File: config.mk
export PLATFORM = sky130hd
export DESIGN_NAME = tse_encoder
export DESIGN_NICKNAME = d
export VERILOG_FILES = /design/src/tse_pkg.sv /design/src/tse_encoder.sv
export VERILOG_INCLUDE_DIRS = /design/src
export SDC_FILE = /design/constraint.sdc
export NUM_CORES = 1
export LEC_CHECK = 0
export ABC_CLOCK_PERIOD_IN_PS = 2350
export BUFFER_PORTS_ARGS = -buffer_cell sky130_fd_sc_hd__buf_4
export CAP_MARGIN = 20
export CORE_MARGIN = 5
export CORE_UTILIZATION = 50
export DETAILED_ROUTE_END_ITERATION = 10
export PLACE_DENSITY = 0.89
export SETUP_SLACK_MARGIN = 0.05
export SLEW_MARGIN = 20
export SYNTH_ARGS = -nofsm -noshare
export SYNTH_HDL_FRONTEND = slang
export SYNTH_SLANG_ARGS = --single-unit
export TNS_END_PERCENT = 5
File: constraint.sdc
create_clock -name pclk -period 2.35 [get_ports pclk]
set_input_delay 0.705 -clock pclk [delete_from_list [all_inputs] [get_ports pclk]]
set_output_delay 0.705 -clock pclk [all_outputs]
set_load 0.1 [all_outputs]
File: src/tse_cfg.svh
// Offsets, field positions, codes and reset values of the trap syndrome encoder.
// Assumes a 32-bit APB with one aligned word per register.
`ifndef TSE_CFG_SVH
`define TSE_CFG_SVH

`define TSE_OFF_WAIT_SYN   12'h000
`define TSE_OFF_COP_SYN    12'h004
`define TSE_OFF_CTRL       12'h008
`define TSE_OFF_STATUS     12'h00C

`define TSE_SYN_W          25
`define TSE_CV_BIT         24
`define TSE_PREDICATE_CODE_HI        23
`define TSE_PREDICATE_CODE_LO        20
`define TSE_COPROC_OP_SECOND_HI        19
`define TSE_COPROC_OP_SECOND_LO        17
`define TSE_COPROC_OP_FIRST_HI        16
`define TSE_COPROC_OP_FIRST_LO        14
`define TSE_PRI_HI         13
`define TSE_PRI_LO         10
`define TSE_REG_HI         9
`define TSE_REG_LO         5
`define TSE_SEC_HI         4
`define TSE_SEC_LO         1
`define TSE_RV_BIT         2
`define TSE_DIR_BIT        0

`define TSE_PREDICATE_CODE_ALWAYS    4'hE
`define TSE_PREDICATE_CODE_UNKNOWN   4'h0
`define TSE_TI_WFI         2'h0
`define TSE_TI_WFE         2'h1
`define TSE_TI_WFIT        2'h2
`define TSE_TI_WFET        2'h3
`define TSE_FP_OP_SECOND   3'h0
`define TSE_FP_OP_FIRST    3'h7
`define TSE_FP_SECONDARY   4'h0
`define TSE_GPR_PC32       4'hF
`define TSE_GPR_ZR64       5'h1F
`define TSE_DIR_WRITE      1'h0
`define TSE_DIR_READ       1'h1
`define TSE_EC_COPROC15    6'h03

`define TSE_CTRL_EL1_EVENT_WAIT_NO_TRAP_BIT  0
`define TSE_CTRL_EL1_IRQ_WAIT_NO_TRAP_BIT  1
`define TSE_CTRL_HTWE_BIT  2
`define TSE_CTRL_HTWI_BIT  3
`define TSE_CTRL_STWE_BIT  4
`define TSE_CTRL_STWI_BIT  5
`define TSE_CTRL_PASSAL_BIT 8
`define TSE_CTRL_W         9
`define TSE_CTRL_MASK      9'h13F
`define TSE_CTRL_RESET     9'h003

`endif

File: src/tse_pkg.sv
// Types shared by the trap syndrome encoder and its surroundings.
// Assumes tse_cfg.svh for the numeric constants.
package tse_pkg;

  typedef enum logic [1:0] {
    TSE_EL0 = 2'h0,
    TSE_EL1 = 2'h1,
    TSE_EL2 = 2'h2,
    TSE_EL3 = 2'h3
  } tse_level_t;

  // Instruction context common to both trap kinds
  typedef struct packed {
    logic       from_64bit;
    logic       compact;
    logic       conditional;
    logic [3:0] predicate_code;
  } tse_ctx_t;

  typedef struct packed {
    tse_ctx_t   ctx;
    logic       is_event;
    logic       timed;
    logic [4:0] reg_num;
    tse_level_t cur_el;
  } tse_wait_req_t;

  typedef struct packed {
    tse_ctx_t   ctx;
    logic       fp_read;
    logic       is_write;
    logic [2:0] op_first;
    logic [2:0] op_second;
    logic [3:0] primary;
    logic [3:0] secondary;
    logic [3:0] fp_reg_sel;
    logic [3:0] gpr;
    logic       unpredictable;
  } tse_cop_req_t;

endpackage : tse_pkg

File: src/tse_encoder.sv
// Trap syndrome encoder: decides wait-instruction traps, builds and holds the
// wait and coprocessor-transfer syndromes, and exposes them over APB.
// Assumes requests from the pipeline are synchronous one-cycle strobes on pclk.
`timescale 1ns/10ps
`include "tse_cfg.svh"

module tse_encoder
  import tse_pkg::*;
#(
  parameter bit TIMED_WAIT = 1'b1,
  parameter bit COMPACT_CV = 1'b1
) (
  input  wire logic          pclk,
  input  wire logic          presetn,
  input  wire logic          psel,
  input  wire logic          penable,
  input  wire logic          pwrite,
  input  wire logic [11:0]   paddr,
  input  wire logic [31:0]   pwdata,
  output logic      [31:0]   prdata,
  output logic               pready,
  output logic               pslverr,
  input  wire logic          wait_valid,
  input  wire tse_wait_req_t wait_req,
  output logic               wait_trapped,
  output tse_level_t         wait_trap_el,
  input  wire logic          cop_valid,
  input  wire tse_cop_req_t  cop_req,
  output logic               cop_captured,
  output logic      [5:0]    exception_class,
  output logic      [24:0]   wait_trap_syndrome,
  output logic      [24:0]   coproc_trap_syndrome
);

  // Registers
  logic [`TSE_CTRL_W-1:0] ctrl;
  logic [24:0]            wait_syn;
  logic [24:0]            cop_syn;
  logic                   last_coproc;
  tse_level_t             last_el;
  logic [15:0]            trap_count;
  logic [31:0]            rdata_q;
  logic                   err_q;

  // Control fields
  wire logic el1_event_wait_no_trap = ctrl[`TSE_CTRL_EL1_EVENT_WAIT_NO_TRAP_BIT];
  wire logic el1_irq_wait_no_trap   = ctrl[`TSE_CTRL_EL1_IRQ_WAIT_NO_TRAP_BIT];
  wire logic hyp_event_wait_trap    = ctrl[`TSE_CTRL_HTWE_BIT];
  wire logic hyp_irq_wait_trap      = ctrl[`TSE_CTRL_HTWI_BIT];
  wire logic sec_event_wait_trap    = ctrl[`TSE_CTRL_STWE_BIT];
  wire logic sec_irq_wait_trap      = ctrl[`TSE_CTRL_STWI_BIT];
  wire logic report_pass_as_always  = ctrl[`TSE_CTRL_PASSAL_BIT];

  // Condition fields, shared by both syndromes
  function automatic logic [4:0] predicate_code_fields(input tse_ctx_t c, input logic pass_al);
    logic [4:0] r;
    r = {1'b1, `TSE_PREDICATE_CODE_ALWAYS};
    if (c.from_64bit) begin
      r = {1'b1, `TSE_PREDICATE_CODE_ALWAYS};
    end else if (c.compact && !COMPACT_CV) begin
      r = {1'b0, `TSE_PREDICATE_CODE_UNKNOWN};
    end else if (!c.conditional) begin
      r = {1'b1, `TSE_PREDICATE_CODE_ALWAYS};
    end else if (pass_al) begin
      r = {1'b1, `TSE_PREDICATE_CODE_ALWAYS};
    end else begin
      r = {1'b1, c.predicate_code};
    end
    return r;
  endfunction : predicate_code_fields

  // Wait trap routing by the three levels' enables
  wire logic el1_wait_trap = wait_req.is_event ? !el1_event_wait_no_trap : !el1_irq_wait_no_trap;
  wire logic el2_wait_trap = wait_req.is_event ? hyp_event_wait_trap : hyp_irq_wait_trap;
  wire logic el3_wait_trap = wait_req.is_event ? sec_event_wait_trap : sec_irq_wait_trap;
  wire logic at_el0        = (wait_req.cur_el == TSE_EL0);
  wire logic below_el2     = (wait_req.cur_el == TSE_EL0) || (wait_req.cur_el == TSE_EL1);
  wire logic below_el3     = (wait_req.cur_el != TSE_EL3);

  wire logic take_el1 = at_el0 && el1_wait_trap;
  wire logic take_el2 = !take_el1 && below_el2 && el2_wait_trap;
  wire logic take_el3 = !take_el1 && !take_el2 && below_el3 && el3_wait_trap;
  wire logic wait_take = wait_valid && (take_el1 || take_el2 || take_el3);

  wire tse_level_t wait_target = take_el1 ? TSE_EL1 : (take_el2 ? TSE_EL2 : TSE_EL3);

  // Wait syndrome assembly
  wire logic       timed_ok   = TIMED_WAIT && wait_req.timed;
  wire logic [1:0] wait_kind  = {timed_ok, wait_req.is_event};
  wire logic [4:0] wait_predicate_code  = predicate_code_fields(wait_req.ctx, report_pass_as_always);
  wire logic [4:0] wait_rnum  = timed_ok ? wait_req.reg_num : 5'h00;
  wire logic       wait_rv    = timed_ok;

  wire logic [24:0] next_wait_syn = {
    wait_predicate_code,
    10'h000,
    wait_rnum,
    2'h0,
    wait_rv,
    wait_kind
  };

  // Coprocessor syndrome assembly
  wire logic [4:0] cop_predicate_code = predicate_code_fields(cop_req.ctx, report_pass_as_always);
  wire logic [2:0] cop_op2  = cop_req.fp_read ? `TSE_FP_OP_SECOND : cop_req.op_second;
  wire logic [2:0] cop_op1  = cop_req.fp_read ? `TSE_FP_OP_FIRST : cop_req.op_first;
  wire logic [3:0] cop_pri  = cop_req.fp_read ? cop_req.fp_reg_sel : cop_req.primary;
  wire logic [3:0] cop_sec  = cop_req.fp_read ? `TSE_FP_SECONDARY : cop_req.secondary;
  wire logic       gpr_pc   = (cop_req.gpr == `TSE_GPR_PC32);
  // Register 15 reports the zero-register code whether or not well defined
  wire logic [4:0] cop_gpr  = gpr_pc ? `TSE_GPR_ZR64 : {1'b0, cop_req.gpr};
  wire logic       cop_dir  = (cop_req.is_write && !cop_req.fp_read) ? `TSE_DIR_WRITE
                                                                      : `TSE_DIR_READ;

  wire logic [24:0] next_cop_syn = {
    cop_predicate_code,
    cop_op2,
    cop_op1,
    cop_pri,
    cop_gpr,
    cop_sec,
    cop_dir
  };

  // APB decode
  wire logic setup_phase = psel && !penable;
  wire logic access_wr   = psel && penable && pwrite;
  wire logic hit_wait    = (paddr == `TSE_OFF_WAIT_SYN);
  wire logic hit_cop     = (paddr == `TSE_OFF_COP_SYN);
  wire logic hit_ctrl    = (paddr == `TSE_OFF_CTRL);
  wire logic hit_status  = (paddr == `TSE_OFF_STATUS);
  wire logic hit_any     = hit_wait || hit_cop || hit_ctrl || hit_status;
  wire logic bad_access  = !hit_any || (hit_status && pwrite);
  wire logic sw_wait_wr  = access_wr && hit_wait;
  wire logic sw_cop_wr   = access_wr && hit_cop;
  wire logic sw_ctrl_wr  = access_wr && hit_ctrl;

  wire logic [31:0] status_word = {
    trap_count,
    6'h00,
    exception_class,
    last_el,
    1'b0,
    last_coproc
  };

  wire logic [31:0] next_rdata = hit_wait   ? {7'h00, wait_syn} :
                                 hit_cop    ? {7'h00, cop_syn} :
                                 hit_status ? status_word :
                                 hit_ctrl   ? {23'h000000, ctrl} :
                                              32'h00000000;

  assign pready               = 1'b1;
  assign prdata               = rdata_q;
  assign pslverr              = err_q && psel && penable;
  assign wait_trap_syndrome   = wait_syn;
  assign coproc_trap_syndrome = cop_syn;

  // Read data and error are registered in the setup phase
  always_ff @(posedge pclk or negedge presetn) begin
    if (!presetn) begin
      rdata_q <= 32'h00000000;
      err_q   <= 1'b0;
    end else if (setup_phase) begin
      rdata_q <= pwrite ? 32'h00000000 : next_rdata;
      err_q   <= bad_access;
    end
  end

  always_ff @(posedge pclk or negedge presetn) begin
    if (!presetn) begin
      ctrl <= `TSE_CTRL_RESET;
    end else if (sw_ctrl_wr) begin
      ctrl <= pwdata[`TSE_CTRL_W-1:0] & `TSE_CTRL_MASK;
    end
  end

  // Whole syndrome replaced in the commit cycle; a trap beats a software write.
  // Reset value is a convenience only, software treats it as unknown.
  always_ff @(posedge pclk or negedge presetn) begin
    if (!presetn) begin
      wait_syn <= 25'h0000000;
    end else if (wait_take) begin
      wait_syn <= next_wait_syn;
    end else if (sw_wait_wr) begin
      wait_syn <= pwdata[24:0];
    end
  end

  always_ff @(posedge pclk or negedge presetn) begin
    if (!presetn) begin
      cop_syn <= 25'h0000000;
    end else if (cop_valid) begin
      cop_syn <= next_cop_syn;
    end else if (sw_cop_wr) begin
      cop_syn <= pwdata[24:0];
    end
  end

  // Trap outcome toward the pipeline; wait_trapped and cop_captured are one-cycle pulses
  always_ff @(posedge pclk or negedge presetn) begin
    if (!presetn) begin
      wait_trapped <= 1'b0;
      wait_trap_el <= TSE_EL0;
      cop_captured <= 1'b0;
    end else begin
      wait_trapped <= wait_take;
      wait_trap_el <= wait_take ? wait_target : wait_trap_el;
      cop_captured <= cop_valid;
    end
  end

  // Status of the latest trap; a coprocessor trap takes precedence
  always_ff @(posedge pclk or negedge presetn) begin
    if (!presetn) begin
      last_coproc     <= 1'b0;
      last_el         <= TSE_EL0;
      exception_class <= 6'h00;
    end else if (cop_valid) begin
      // A wait trap in the same cycle still records its level
      last_coproc     <= 1'b1;
      last_el         <= wait_take ? wait_target : last_el;
      exception_class <= `TSE_EC_COPROC15;
    end else if (wait_take) begin
      last_coproc     <= 1'b0;
      last_el         <= wait_target;
    end
  end

  always_ff @(posedge pclk or negedge presetn) begin
    if (!presetn) begin
      trap_count <= 16'h0000;
    end else if (wait_take || cop_valid) begin
      trap_count <= trap_count + 16'h0001;
    end
  end

endmodule : tse_encoder

==> metrics.md, run 1 <==
| Metric | Value |
|---|---|
| Post-CTS Setup Repair Bufs | 0 |
| Combinational fraction of design power | 0.265 |
| Hold WS | 0.326 ns |
| Die area | 12900 um2 |
| Average size of a mapped cell | 10.1 um2 |
| Core area | 10400 um2 |
| R2r setup slk | around 0.63 ns |
| Post-synthesis mux area share | 0.0758 |
| FF-to-FF path depth | 6 |
| FF-to-FF End | trap_count[11] |
| Peak Freq | approximately 0.46 GHz |
| Ports | 193 |
| Die width | 114 um |
| Power Total | 4.56 mW |
| GRT overflow | 0 |
| Setup CP Type | input pin to flip-flop |
| PwrDens | 637 nW/um2 |
| NetSw | 1.63 mW |
| Fin cells | about 860 |
| DR vias/cell | 5.69 |
| Internal power | between 2 and 3 mW |
| Post-synth EDFFs | 0 |
| Crit. End Element | flip-flop |
| Seq/Total Area, Yosys | 0.522 |
| Metal-1 WL | 6.23 mm |
| Ys async rst share | 1.00 |
| Nets@finish | 820 |
| Cts bufs inserted | 9 |
| Starting Density | 0.516 |
| Synth Area in Simple Gates | 0.184 |
| Layout Skew | slightly above 0.01 ns |
| Layout cell share with drive strength beyond 1 | 0.340 |
| Die H | 114 um |
| DR vias | 4885 |
| Detail Placement HPWL | roughly 13 mm |
| Adder-Cell Fraction of Synth Area | 0.00233 |
| FP Rows | 37 |
| # port buffers | 177 |
| Yosys Warn Count | 0 |
| RD Place Congestion | just over 0.9 |
| Skew-Pair Late Insertion Delay | between 0.3 and 0.4 ns |
| Flop pwr share | 0.498 |
| H-tree depth | 3 |
| Clock Pin Slew Worst Setup and Hold Paths | about 0.1 ns |
| Final Max Slew Viols | 0 |
| Largest net degree at the start of global routing | 42 |
| Crit path required time | 2.57 ns |
| Clock root buffer | clkbuf_8 |
| Max-cap viol count | 0 |
| CTS tree | yes |
| RSZ-0062 raised after global routing | false |
| Detailed Route Iter0 Violations | around 370 |
| Antenna Nets Post-Route | 0 |
| Final worst path period share | 0.926 |
| CTS sink count | 112 |
| Hold Fails Final Rpt | 0 |
| Primary FF master, synth | dfrtp_1 |
| Fin util | 0.687 |
| Status | complete, no violations |
| Synth Register Bits | 112 |
| VDD IR-drop max | 0.376 mV |
| Final setup viols | 0 |
| Fin crit period | 2.18 ns |
| Max layer used | met4 |
| Met3 routed WL | roughly 1.2 mm |
| WL/cell | around 19 um |
| Distinct cell type count after synthesis | 57 |
| Worst Tran Pin Value | 0.557 ns |
| Hold_buf cts | 0 |
| Number of global-route vias before repair | 5171 |
| Gates resized, CTS repair | 0 |
| Antenna violations before repair | 0 |
| Compound-Gate Fraction of Synth Area | 0.147 |
| Worst slew margin | 0.629 |
| P&R area growth vs syn | 33.1% |
| DR DRC count | 0 |
| Antenna Cells | 0 |
| Met2 wire len | 8.29 mm |
| Leakage | 3.47 nW |
| RR Startpoint | ctrl[0] |
| Startpoint Class | input pin |
| Total GRT Usage | 0.253 |
| Mapped Area | 5380 um2 |
| First-pass GRT wire length | 26.0 mm |
| Worst-path maximum fanout | 14 |
| Hold Path Class | input pin to asynchronous set/reset pin |
| Clock power frac | 0.237 |
| First-pass iteration count of the detailed router | 5 |
| Clock Tree Buf Depth | 2 |
| Detailed Route WL | 16.1 mm |
| Mapped Cells | 533 |
| Post-Place Cells | ~850 |
| Largest family of logic cells by synthesized area | simple AND/OR/NAND/NOR gates |
| WP data arrival | approximately 2.4 ns |
| Switching Fraction | 0.358 |
| Post-Synth XOR/XNOR Area | 0.0244 |
-- stage by stage --
step / setup slack (ns) / setup TNS, ns / cell area (um2)
2_1_floorplan: 0.132 / 0 / 5390
6_report: 0.173 / 0 / 7160
4_1_cts: 0.219 / 0 / 7160
3_3_place_gp: -0.0237 / -0.259 / 6980
3_5_place_dp: -0.167 / -2.57 / 6980
5_1_grt: 0.102 / 0 / 7160
-- synthesized netlist by cell type (5+ instances only) --
library cell,count,area [um2]
a31oi_1,7,43.8
a211oi_1,5,37.5
dfrtp_1,110,2750
o21ai_0,23,115
xnor2_1,7,61.3
clkbuf_1,18,67.6
nand2_1,97,364
mux2i_1,34,340
mux2_2,6,67.6
nand3_1,12,60.1
a221o_1,9,90.1
buf_2,7,35.0
a22o_1,7,61.3
nor2_1,31,116
nor2b_1,7,43.8
nor3_1,7,35.0
and2_1,8,50.1
xor2_1,8,70.1
inv_1,9,33.8
buf_4,8,60.1
nand2b_1,5,31.3
a21oi_1,40,200
o211ai_1,14,105
-- cell families (layout without fill, tap and decap cells) --
logic type                 count (synthesis)  count (layout)
adders and majority gates                  1               1
xor gates and xnor gates                  15              15
muxes                                     40              40
and+or+nand+nor                          196             196
DFF                                      112             112
buffers and inverters                     46             233
other                                      2               5
AOI/OAI and AO/OA                        121             121
-- sequential cells by signal, summed over array words and instances (netlist names) --
register and count:
prdata 32, exception_class 1, cop_captured 1, coproc_trap_syndrome 25
wait_trapped 1, wait_trap_syndrome 25, last_coproc 1, wait_trap_el 2
ctrl 7, err_q 1, trap_count 16
-- worst max-delay path by stage --
stage / from / endpoint / depth (start not counted)
after floorplan: paddr[9] / wait_trap_syndrome[9] / 7
after global placement: paddr[5] / coproc_trap_syndrome[9] / 8
after detailed placement: paddr[9] / coproc_trap_syndrome[1] / 8
after CTS: paddr[9] / coproc_trap_syndrome[1] / 8
after global routing: paddr[9] / coproc_trap_syndrome[1] / 8
final: paddr[9] / coproc_trap_syndrome[1] / 8
-- layout make-up --
cell class | count | area [um2]
repair buffers | 209 | 1620
fillers | 764 | 3260
multi-input cells | 378 | 2350
flip-flops and latches | 112 | 2810
inverters | 10 | 37.5
clock buffers | 10 | 128
well taps | 136 | 170
clock inverters | 4 | 47.5
-- cells in the final DEF (no fill, tap or decap), types with 4 or more instances in the layout --
cell      instances
nor2_1           31
mux2_2            6
nand2b_1          5
and2_1            8
inv_1             9
a221o_1           9
buf_12            4
nor3_1            6
a22o_1            7
mux2i_1          34
o211ai_1         14
dfrtp_1         110
a21oi_1          40
nor2b_1           7
a211oi_1          5
nand2_1          97
conb_1            5
clkbuf_8          9
buf_4           205
xor2_1            8
a31oi_1           7
o21ai_0          23
nand3_1          12
xnor2_1           7
-- power groups by stage --
| stage | registers, mW | clock network (mW) | logic (mW) |
|---|---|---|---|
| 5_1_grt | 2.29 | 1.19 | 1.28 |
| 2_1_floorplan | 2.72 | 0 | 0.359 |
| 6_report | 2.27 | 1.08 | 1.21 |
| 4_1_cts | 2.26 | 1.10 | 1.21 |
| 3_3_place_gp | 2.28 | 0 | 1.18 |
| 3_5_place_dp | 2.30 | 0 | 1.21 |
-- metal layers --
layer	GRT usage	vias up
li1	-	2226
met1	0.310	2392
met2	0.442	237
met3	0.0419	30
met4	0.104	0
met5	0	-
-- critical path, cell delays in order --
cell     delay (ns)
buf_4          0.12
nor4_4         0.33
nand3_4        0.16
buf_4          0.18
nor3_2         0.18
buf_4          0.33
mux2i_1        0.26
o21ai_0        0.13
Power figures use the tool's default switching activity.
==> inputs of run 2 (changes only) <==
CELL_PAD_IN_SITES_DETAIL_PLACEMENT = 1   (was default)
CELL_PAD_IN_SITES_GLOBAL_PLACEMENT = 1   (was default)
CORE_UTILIZATION = 37   (was 50)
==> run 2 against run 1 <==
Sequential power is essentially flat. Largest cell class unchanged. Worst hold slack gained 0.026 ns. Total power grew 11%. Sequential share of layout area shrank 0.71 points. Cell area grew 1.8%.
==> metrics.md, run 2 (same netlist as run 1, synthesis figures left out) <==
| Metric | Value |
|---|---|
| Status | complete, no violations (unchanged) |
| R2r setup slk | 0.57 ns (was 0.63 ns) |
| Clock root buffer | clkbuf_16 (was clkbuf_8) |
| DR DRC count | 0 (unchanged) |
| GRT overflow | 0 (unchanged) |
| CTS sink count | 112 (unchanged) |
| Clock Tree Buf Depth | 2 (unchanged) |
| RD Place Congestion | 0.878 (was 0.932) |
| Number of global-route vias before repair | 5435 (was 5171) |
| Ports | 193 (unchanged) |
| Hold Fails Final Rpt | 0 (unchanged) |
| Final Max Slew Viols | 0 (unchanged) |
| # port buffers | 177 (unchanged) |
| Peak Freq | 0.492 GHz (was 0.459 GHz) |
| PwrDens | 694 nW/um2 (was 637 nW/um2) |
| Skew-Pair Late Insertion Delay | 0.36 ns (was 0.35 ns) |
| Fin crit period | 2.03 ns (was 2.18 ns) |
| H-tree depth | 3 (unchanged) |
| Starting Density | 0.374 (was 0.516) |
| FF-to-FF path depth | 5 (was 6) |
| CTS tree | yes (unchanged) |
| Worst Tran Pin Value | 0.617 ns (was 0.557 ns) |
| FP Rows | 44 (was 37) |
| WL/cell | 21.4 um (was 18.8 um) |
| Fin util | 0.507 (was 0.687) |
| Final worst path period share | 0.864 (was 0.926) |
| Hold Path Class | input pin to asynchronous set/reset pin (unchanged) |
| Antenna Nets Post-Route | 0 (unchanged) |
| Largest net degree at the start of global routing | 44 (was 42) |
| Worst slew margin | 0.589 (was 0.629) |
| VDD IR-drop max | 0.346 mV (was 0.376 mV) |
| DR vias | 4968 (was 4885) |
| Detailed Route Iter0 Violations | 299 (was 366) |
| Startpoint Class | input pin (unchanged) |
| Antenna violations before repair | 0 (unchanged) |
| DR vias/cell | 5.49 (was 5.69) |
| RR Startpoint | ctrl[2] (was ctrl[0]) |
| Total GRT Usage | 0.226 (was 0.253) |
| Detail Placement HPWL | 14.7 mm (was 12.5 mm) |
| RSZ-0062 raised after global routing | false (unchanged) |
| Worst-path maximum fanout | 9 (was 14) |
| Most common cell after layout, fill and taps aside | buf_4 (unchanged) |
| Nets@finish | 816 (was 820) |
| Crit path required time | 2.65 ns (was 2.57 ns) |
| Hold_buf cts | 0 (unchanged) |
| Setup CP Type | input pin to flip-flop (unchanged) |
| Hold WS | 0.353 ns (was 0.326 ns) |
| FF-to-FF End | last_coproc (was trap_count[11]) |
| Cts bufs inserted | 9 (unchanged) |
| Clock Pin Slew Worst Setup and Hold Paths | 0.08 ns (was 0.10 ns) |
| Die width | 131 um (was 114 um) |
| Crit. End Element | flip-flop (unchanged) |
| Die area | 17000 um2 (was 12900 um2) |
| First-pass GRT wire length | 29.5 mm (was 26.0 mm) |
| Layout cell share with drive strength beyond 1 | 0.337 (was 0.340) |
| Die H | 131 um (was 114 um) |
| First-pass iteration count of the detailed router | 4 (was 5) |
| Leakage | 3.50 nW (was 3.47 nW) |
| Layout Skew | 0.00813 ns (was 0.0104 ns) |
| P&R area growth vs syn | 35.5% (was 33.1%) |
| Post-CTS Setup Repair Bufs | 0 (unchanged) |
| Commonest non-fill, non-tap cells in the layout | buf_4, dfrtp_1, nand2_1 (unchanged) |
| Antenna Cells | 0 (unchanged) |
| WP data arrival | 2.33 ns (was 2.40 ns) |
| Max-cap viol count | 0 (unchanged) |
| Detailed Route WL | 19.3 mm (was 16.1 mm) |
| Gates resized, CTS repair | 0 (unchanged) |
| Core area | 14400 um2 (was 10400 um2) |
| Final setup viols | 0 (unchanged) |
| Largest register FFs | 32 (unchanged) |
## run 2: layout make-up
| cell class | count | area [um2] |
|---|---|---|
| clock inverters | 5 | 56.3 |
| flip-flops and latches | 112 | 2810 |
| repair buffers | 205 | 1580 |
| well taps | 184 | 230 |
| inverters | 10 | 37.5 |
| clock buffers | 11 | 233 |
| fillers | 1623 | 7080 |
| multi-input cells | 378 | 2350 |
## run 2: power by group
part	switching (mW)	internal [mW]	total [mW]
logic	0.862	0.361	1.22
registers	0.197	2.09	2.28
clock network	0.727	0.829	1.56
## run 2: critical path, stage by stage
cell     delay [ns]
buf_4          0.12
nor4_4         0.32
nand3_4        0.16
or4_4          0.57
nor2_4         0.25
a221o_1        0.20
## run 2: worst max path at each step
stage	startpoint	to	slack (ns)	cells past startpoint
finish	paddr[5]	prdata[14]	0.32	6
detailed placement	paddr[9]	prdata[14]	-0.06	6
global placement	paddr[9]	prdata[15]	0.0004	6
floorplan	paddr[9]	wait_trap_syndrome[9]	0.13	7
CTS	paddr[9]	prdata[14]	0.32	6
global route	paddr[5]	prdata[13]	0.23	6
## run 2: stage by stage
step	TNS (ns)	total power, mW	instances	worst slack [ns]	area (um2)
6_report	0	5.06	905	0.319	7290
4_1_cts	0	5.09	905	0.317	7290
3_3_place_gp	0	3.48	889	0.000430	7000
5_1_grt	0	5.25	905	0.232	7290
2_1_floorplan	0	3.08	536	0.132	5390
3_5_place_dp	-0.828	3.53	889	-0.0638	7000
## run 2: per-layer routing
metal / global-route usage / vias to the layer above / routed length [um]
met4: 0.108 / 0 / 721
met3: 0.0484 / 56 / 1440
met2: 0.389 / 221 / 9790
met5: 0 / - / 0
met1: 0.271 / 2477 / 7380
li1: - / 2214 / -
